$ cat config.mk
export PLATFORM = sky130hd
export DESIGN_NAME = mpcs_power_sequencer
export DESIGN_NICKNAME = d
export VERILOG_FILES = /design/src/verilog/mpcs_pkg.sv /design/src/verilog/mpcs_power_sequencer.sv
export VERILOG_INCLUDE_DIRS = /design/src /design/src/verilog
export SDC_FILE = /design/constraint.sdc
export NUM_CORES = 1
export LEC_CHECK = 0
export CAP_MARGIN = 20
export CORE_ASPECT_RATIO = 1.75
export CORE_MARGIN = 1.5
export CORE_UTILIZATION = 68
export DETAILED_ROUTE_END_ITERATION = 12
export DONT_BUFFER_PORTS = 1
export PLACE_DENSITY = 0.9
export RECOVER_POWER = 25
export SYNTH_ARGS = -nofsm -noshare
export SYNTH_HDL_FRONTEND = slang
export SYNTH_SLANG_ARGS = --single-unit
$ cat constraint.sdc
create_clock -name core_clk_i -period 3.5 [get_ports core_clk_i]
set_input_delay 0.7 -clock core_clk_i [delete_from_list [all_inputs] [get_ports core_clk_i]]
set_output_delay 0.7 -clock core_clk_i [all_outputs]
set_load 0.005 [all_outputs]
$ cat src/verilog/mpcs_regs.svh
`ifndef MPCS_REGS_SVH
`define MPCS_REGS_SVH
// ----------------------------------------------------------------------
// timing, 10 MHz core clock
// ----------------------------------------------------------------------
`define MPCS_CLK_HZ 10000000
`define MPCS_REG_START_MS 2
`define MPCS_REG_START_CYC ((`MPCS_REG_START_MS * `MPCS_CLK_HZ) / 1000)
`define MPCS_ON_HOLD_S 5
`define MPCS_ON_HOLD_CYC (`MPCS_ON_HOLD_S * `MPCS_CLK_HZ)
`define MPCS_OFF_HOLD_S 3
`define MPCS_OFF_HOLD_CYC (`MPCS_OFF_HOLD_S * `MPCS_CLK_HZ)
`define MPCS_DETACH_CYC 100
`define MPCS_CNT_W 32
`endif

$ cat src/verilog/mpcs_pkg.sv
package mpcs_pkg;
  typedef enum logic [2:0] {
    MPCS_OFF = 3'b000,
    MPCS_REG_START = 3'b001,
    MPCS_ON = 3'b010,
    MPCS_DETACH = 3'b011,
    MPCS_DISABLED = 3'b100
  } mpcs_state_t;
endpackage : mpcs_pkg

$ cat src/verilog/mpcs_power_sequencer.sv
`timescale 1ns/100ps
`include "mpcs_regs.svh"
// Notes on behaviour
// RULE_01 - host drives control pins open-drain only
// RULE_02 - host holds supply-enable low 10 ms
// RULE_03 - regulator ready 2 ms after enable release
// RULE_04 - supply-enable only for power cycling
// RULE_05 - host holds reset low 200 ms
// RULE_06 - reset only for unresponsive modem recovery
// RULE_07 - toggle acts only after pin released
// RULE_08 - on needs 5 s low hold
// RULE_09 - off needs 3 s low hold
// RULE_10 - host waits for monitor before retoggle
// RULE_11 - power-down detaches from network first
// RULE_12 - host keeps inputs low during power-on
// RULE_13 - software command may request power-down
// RULE_14 - monitor high when on, low off
// RULE_15 - inputs driven high block monitor fall
// RULE_16 - host times holds with margin
module mpcs_power_sequencer #(
  parameter int unsigned ON_HOLD_CYC = `MPCS_ON_HOLD_CYC,
  parameter int unsigned OFF_HOLD_CYC = `MPCS_OFF_HOLD_CYC,
  parameter int unsigned REG_START_CYC = `MPCS_REG_START_CYC
) (
  // clock and reset
  input wire logic core_clk_i,
  input wire logic resetn_i,
  // control pins, levels as seen on the pulled-up wires
  input wire logic supply_en_n_i,
  input wire logic modem_rst_n_i,
  input wire logic toggle_n_i,
  // signal inputs from host, any high blocks power-down
  input wire logic host_inputs_high_i,
  // software power-down command, one-cycle pulse
  input wire logic sw_off_req_i,
  // network detach handshake
  output logic detach_req_o,
  input wire logic detach_done_i,
  // status
  output logic power_state_monitor_o,
  output logic auxiliary_supply_out_o,
  output logic regulator_ok_o
);
  // ----------------------------------------------------------------------
  // state
  // ----------------------------------------------------------------------
  mpcs_pkg::mpcs_state_t state_q, state_d;
  logic [`MPCS_CNT_W-1:0] hold_q, hold_d;
  logic [`MPCS_CNT_W-1:0] reg_q, reg_d;
  logic tog_q, tog_d;
  logic mon_q, mon_d;

  // ----------------------------------------------------------------------
  // state decoding, shared by next-state logic and outputs
  // ----------------------------------------------------------------------
  function automatic logic is_powered(input mpcs_pkg::mpcs_state_t s);
    return (s == mpcs_pkg::MPCS_ON) || (s == mpcs_pkg::MPCS_DETACH);
  endfunction : is_powered

  // the regulator is up in every state but the two supply states
  function automatic logic has_regulator(input mpcs_pkg::mpcs_state_t s);
    return (s != mpcs_pkg::MPCS_DISABLED)
           && (s != mpcs_pkg::MPCS_REG_START);
  endfunction : has_regulator

  wire logic tog_release = tog_q && toggle_n_i;

  always_comb begin
    state_d = state_q;
    hold_d = hold_q;
    reg_d = reg_q;
    tog_d = !toggle_n_i;
    // hold counter only advances while the pin is low
    if (!toggle_n_i) begin
      if (hold_q != '1) begin
        hold_d = hold_q + `MPCS_CNT_W'(1);
      end
    end else begin
      hold_d = '0;
    end
    case (state_q)
      mpcs_pkg::MPCS_DISABLED: begin
        reg_d = '0;
        if (supply_en_n_i) begin
          state_d = mpcs_pkg::MPCS_REG_START;
        end
      end
      mpcs_pkg::MPCS_REG_START: begin
        if (reg_q >= `MPCS_CNT_W'(REG_START_CYC - 1)) begin // see RULE_03
          state_d = mpcs_pkg::MPCS_OFF;
        end else begin
          reg_d = reg_q + `MPCS_CNT_W'(1);
        end
      end
      mpcs_pkg::MPCS_OFF: begin
        // switching only on release, after a long enough hold
        if (tog_release && hold_q >= `MPCS_CNT_W'(ON_HOLD_CYC)) begin // see RULE_07 see RULE_08
          state_d = mpcs_pkg::MPCS_ON;
        end
      end
      mpcs_pkg::MPCS_ON: begin
        if ((tog_release && hold_q >= `MPCS_CNT_W'(OFF_HOLD_CYC))
            || sw_off_req_i) begin // see RULE_09 see RULE_13
          state_d = mpcs_pkg::MPCS_DETACH;
        end
      end
      mpcs_pkg::MPCS_DETACH: begin
        // monitor stays high until detached and host inputs quiet
        if (detach_done_i && !host_inputs_high_i) begin // see RULE_11 see RULE_15
          state_d = mpcs_pkg::MPCS_OFF;
        end
      end
      default: begin
        state_d = mpcs_pkg::MPCS_DISABLED;
      end
    endcase
    // reset sends a running modem back off; enable low overrides all
    if (!modem_rst_n_i && has_regulator(state_q)) begin
      state_d = mpcs_pkg::MPCS_OFF;
    end
    if (!supply_en_n_i) begin
      state_d = mpcs_pkg::MPCS_DISABLED;
    end
    mon_d = is_powered(state_d); // see RULE_14
  end

  always_ff @(posedge core_clk_i or negedge resetn_i) begin
    if (!resetn_i) begin
      state_q <= mpcs_pkg::MPCS_DISABLED;
      hold_q <= '0;
      reg_q <= '0;
      tog_q <= 1'h0;
      mon_q <= 1'h0;
    end else begin
      state_q <= state_d;
      hold_q <= hold_d;
      reg_q <= reg_d;
      tog_q <= tog_d;
      mon_q <= mon_d;
    end
  end

  assign power_state_monitor_o = mon_q;
  assign auxiliary_supply_out_o = mon_q;
  assign detach_req_o = (state_q == mpcs_pkg::MPCS_DETACH);
  assign regulator_ok_o = has_regulator(state_q);

  // ----------------------------------------------------------------------
  // checker helpers
  // ----------------------------------------------------------------------
  // counted apart from hold_q and reg_q so a fault there cannot hide
  logic [`MPCS_CNT_W-1:0] tlow_q, tlow_d;
  logic [`MPCS_CNT_W-1:0] en_up_q, en_up_d;

  always_comb begin
    tlow_d = '0;
    en_up_d = '0;
    if (!toggle_n_i) begin
      tlow_d = (tlow_q == '1) ? tlow_q : tlow_q + `MPCS_CNT_W'(1);
    end
    if (supply_en_n_i) begin
      en_up_d = (en_up_q == '1) ? en_up_q : en_up_q + `MPCS_CNT_W'(1);
    end
  end

  always_ff @(posedge core_clk_i or negedge resetn_i) begin
    if (!resetn_i) begin
      tlow_q <= '0;
      en_up_q <= '0;
    end else begin
      tlow_q <= tlow_d;
      en_up_q <= en_up_d;
    end
  end
endmodule : mpcs_power_sequencer

# After elaboration in Yosys (flattened, before gate mapping)

Cells that the tools add are included.

Equality and inequality tests: 10
Divide/modulo/power cells: 0
Add/subtract/negate cells: 2
Shifts and indexed selects: 0
Bitwise operators: 0
Reduce and logical (&&, ||, !) cells: 15
Muxes and demuxes: 11
$lt $le $gt $ge: 3
Multipliers: 0

Operator list:

| operator              | number |
|---|---|
| $mux 32               | 3 |
| $add 32x1->32 const B | 2 |
| $pmux 32 s2           | 1 |
| $ge 32x15->1 const B  | 1 |
| $ge 32x25->1 const B  | 1 |
| $ge 32x26->1 const B  | 1 |
| $ne 32x32->1 const B  | 1 |
| $mux 3                | 6 |
| $pmux 3 s5            | 1 |
| $eq 3x2->1 const B    | 4 |
| $logic_and 1x1->1     | 6 |
| $reduce_bool 2->1     | 2 |
| $eq 3x1->1 const B    | 1 |
| $eq 3x3->1 const B    | 1 |
| $logic_not 1->1       | 3 |
| $logic_not 3->1       | 1 |
| $ne 3x1->1 const B    | 1 |
| $ne 3x3->1 const B    | 1 |
| $logic_or 1x1->1      | 2 |
| $ne 2x2->1 const B    | 1 |
| $reduce_and 2->1      | 1 |

Bits in latches: 0
Bits in registers: 69
Output and inout bits: 4
RAM bits: 0
Word-level logic and storage cells: 46
Bits of input ports: 8
Memories kept: 0
Memory bits (read-only): 0

# Logic depth before layout (Yosys ltp)

Depth in word-level cells: 9
Depth in mapped cells: 9
Depth with buffers taken out: 6

# Worst setup path after synthesis

OpenSTA, ideal clock, no wires.

Kind: register to register
Start: reg hold_q[0]
End: reg hold_q[25]
Slack: 1.427 ns
Buffers on the path: 2
Arrival: 1.995 ns
Required time: 3.422 ns
Clock period less this slack: 2.073 ns
Cell stages (with the launch flop): 9
Setup time: 0.078 ns
Cells stage by stage: dfrtp_1 -> ha_1 -> and4_1 -> and4_4 -> buf_6 -> a31o_2 -> buf_6 -> or4_1 -> a21oi_1

Longest elaborated chain between the ends: 3
Elaborated cells on any way between the ends: 5
Those cells by class: add/sub: 1; eq/ne: 1; mux: 2; reduce/logical: 1

RTL lines:

| item                   | RTL line                    | text |
|---|---|---|
| start, declared        | mpcs_power_sequencer.sv:48  | `` logic [`MPCS_CNT_W-1:0] hold_q, hold_d; `` |
| start signal, assigned | mpcs_power_sequencer.sv:136 | `hold_q <= hold_d;` |
| $add 32x1->32          | mpcs_power_sequencer.sv:76  | `` hold_d = hold_q + `MPCS_CNT_W'(1); `` |
| $mux 32                | mpcs_power_sequencer.sv:75  | `if (hold_q != '1) begin` |
| $mux 32                | mpcs_power_sequencer.sv:74  | `if (!toggle_n_i) begin` |

Parallel ways exist; a longest one is shown, timed or not. The select of a mux whose other input is x is not followed.
A chain may end at the register's enable or synchronous reset.

# Worst setup path after layout

Start: reg reg_q[19]
End: reg reg_q[12]

Longest elaborated chain between the ends: 3

RTL lines:

| item                       | RTL line                    | text |
|---|---|---|
| start, declared            | mpcs_power_sequencer.sv:49  | `` logic [`MPCS_CNT_W-1:0] reg_q, reg_d; `` |
| start signal, assigned     | mpcs_power_sequencer.sv:137 | `reg_q <= reg_d;` |
| $ge 32x15->1               | mpcs_power_sequencer.sv:89  | `` if (reg_q >= `MPCS_CNT_W'(REG_START_CYC - 1)) begin `` |
| $ne 2x2->1 (no line)       | --                          |  |
| $reduce_and 2->1 (no line) | --                          |  |

Every way passes these cells.

==> results.cfg <==
[worst_setup_path]
crit_chain = nor4_1, nand4_1, nor4b_2, a21oi_1, a31o_1
r2r_slack_ps = 1180
path_buf_inv = 0
crit_path_max_fanout = 6
worstSetupPathType = flop to flop
slowest_delay_ps = 690
cp_slowest_cell = nor4b_2
cp-end-kind = flop
critPathTopFamily = simple AND/OR/NAND/NOR gates
arrival_ps = 2570
critPathLaunchType = flop
crit_required_ps = 3740

[cts]
clockRootBuffer = clkbuf_8
cts_sinks = 69
cts.clk_slew.worst_paths_ps = 80
post_cts_resized = 0
tritoncts = built
holdBufCountCts = 0
cts_max_level = 3
cts_buffers = 9
post-cts-setup-buffers = 0
cts_buffer_depth = 2
clock_latency_ps = 350

[sta]
maxSlewHeadroom_pct = 52.45
fin_crit_ps = 2324
setup_violations = 0
rsz0062_at_grt = no
hold_viol_final = 0
tns_ps = 0
slew_viol_final = 0
worst_slew_pin_slew_ps = 711.5
finalClockSkew_ps = 7.923
period_share_pct = 66.39
fmax_mhz = 430.3

[detailed_routing]
finalWirelength_um = 7416
routed_via_density = 6.664
wire_per_inst_um = 17.57
ant_nets = 0
vias = 2812
dr.pass1.iters = 5
post-route-drc-count = 0
drt_iter0_markers = 184

[run_status]
status = finished clean

[min_path]
hold_path.class = primary input to asynchronous set/reset pin

[global_routing]
grt_pass1_wl_um = 12660
antenna_found_initial = 0
grt_usage_pct = 29.01
first_global_vias = 2865
grt-ovfl-total = 0
grt_max_degree = 70

[power]
powerDensity_mw_per_mm2 = 414.6
p_total_mw = 1.552
power_leakage_nw = 1.519
ir_worst_vdd_mv = 0.3364

[synthesis]
yosys.cell_count.top_type = dfrtp_1
synth-main-ff-cell = dfrtp_1
syn_area_per_cell_um2 = 9.636
synth-edff-count = 0
async_flop_share_pct = 100.0
postSynthCellCount = 368
ys_ff_latch = 69
ys_top_cells_by_area = dfrtp_1, xnor2_1, and2_1
syn_nets = 379
syn_area_mm2 = 0.003546
yosys.area.top_type = dfrtp_1
yosysTopAreaCellShare_pct = 47.99
ys.warnings.count = 0
yosysSeqAreaShare_pct = 48.73
synth_commonest_cells = dfrtp_1, nor2_1, nand2_1, a21oi_1, and2_1
ys_types = 46

[place]
hpwl_um = 5165
io_buffers = 0
globalplace.congestion = 0.9543

[finish]
n_antenna_cell = 0
fin_nets = 374
area_growth_pct = 5.610
drive_gt1_share_pct = 7.337

[floorplan]
die_x_um = 57.59
rows = 34
die_y_um = 98.53
start_util_pct = 71.24
dieArea_mm2 = 0.005674
ioPinCount = 12
core_mm2 = 0.004977

[job]
maxCapViolCount = 0
flip-flops by register name, indices dropped and copies added, names as in the netlist:
signal                  flops
reg_q                      32
state_q                     3
tog_q                       1
auxiliary_supply_out_o      1
hold_q                     32
final cells by class:
cell class	instances	area (um^2)
sequential	69	1728
multi-input combinational	271	1685
fill	352	1232
clock buffer	10	127.6
clock inverter	6	87.58
tap	54	67.56
inverter	11	41.29
timing repair buffer	1	7.507
cell families after synthesis:
| group | synth area share [%] |
|---|---|
| buffers and inverters | 3.740 |
| XOR/XNOR | 4.693 |
| adder cells (fa/ha/maj) | 1.059 |
| AO/OA/AOI/OAI | 12.99 |
| AND/OR/NAND/NOR | 27.35 |
| flip-flops | 48.73 |
| multiplexers | 1.447 |
path summary, 6_finish.rpt:
kind | from | end | cells after the start
max | reg_q[19]$_DFFE_PN0P_ | reg_q[12]$_DFFE_PN0P_ | 5
min | resetn_i | reg_q[10]$_DFFE_PN0P_ | 0
max reg2reg | reg_q[19]$_DFFE_PN0P_ | reg_q[12]$_DFFE_PN0P_ | 5
min reg2reg | reg_q[26]$_DFFE_PN0P_ | reg_q[26]$_DFFE_PN0P_ | 1
max in group asynchronous | resetn_i | state_q[2]$_DFF_PN1_ | 0
min in group core_clk_i | toggle_n_i | hold_q[7]$_DFFE_PN0P_ | 1
placed cells by master, fill, tap and decap left out, types with 2 or more instances in the layout:
| cell type | count |
|---|---|
| or3_1 | 7 |
| o31ai_1 | 11 |
| ha_1 | 3 |
| or4_1 | 11 |
| a21oi_1 | 23 |
| inv_1 | 11 |
| clkinv_4 | 2 |
| bufinv_16 | 2 |
| nand3_1 | 19 |
| nand4_1 | 13 |
| a311oi_1 | 4 |
| clkbuf_8 | 9 |
| dfrtp_1 | 68 |
| a211oi_1 | 6 |
| a31o_1 | 2 |
| nand2b_1 | 3 |
| xnor2_1 | 16 |
| nand2_1 | 28 |
| and2_1 | 21 |
| a31o_2 | 2 |
| and4_1 | 5 |
| and4_4 | 2 |
| nor2_1 | 33 |
| a31oi_1 | 6 |
| o21ai_0 | 11 |
| mux2i_1 | 4 |
| nor3_1 | 9 |
| clkinv_2 | 2 |
| a41o_1 | 2 |
| nor4_1 | 10 |
| nor4b_1 | 2 |
| and3_1 | 4 |
| xor2_1 | 3 |
power breakdown:
group / leakage (nW) / switching, mW / internal (mW)
sequential: 0.955 / 0.00950 / 0.805
clock: 0.110 / 0.295 / 0.401
combinational: 0.454 / 0.0279 / 0.0146
metrics by stage:
step           std cells  worst slack [ps]  cell area [um^2]  hold slack (ps)  utilization [%]
3_5_place_dp         406              1179              3530            405.7            70.91
3_3_place_gp         406              1256              3530            405.7            70.91
4_1_cts              422              1171              3745            20.99            75.24
5_1_grt              422             975.0              3745            13.04            75.24
6_report             422              1176              3745            29.67            75.24
2_1_floorplan        368              1427              3546            404.4                -
layer usage:
layer	routed length [um]	GRT usage [%]	part of all wire, %	up-vias
met5	0	0	0	-
li1	-	-	-	1340
met4	312	17.53	4.2	0
met2	4013	49.91	54	82
met3	300	7.480	4.0	30
met1	2790	30.75	38	1360
No activity file was read; power rests on OpenSTA's default activity.
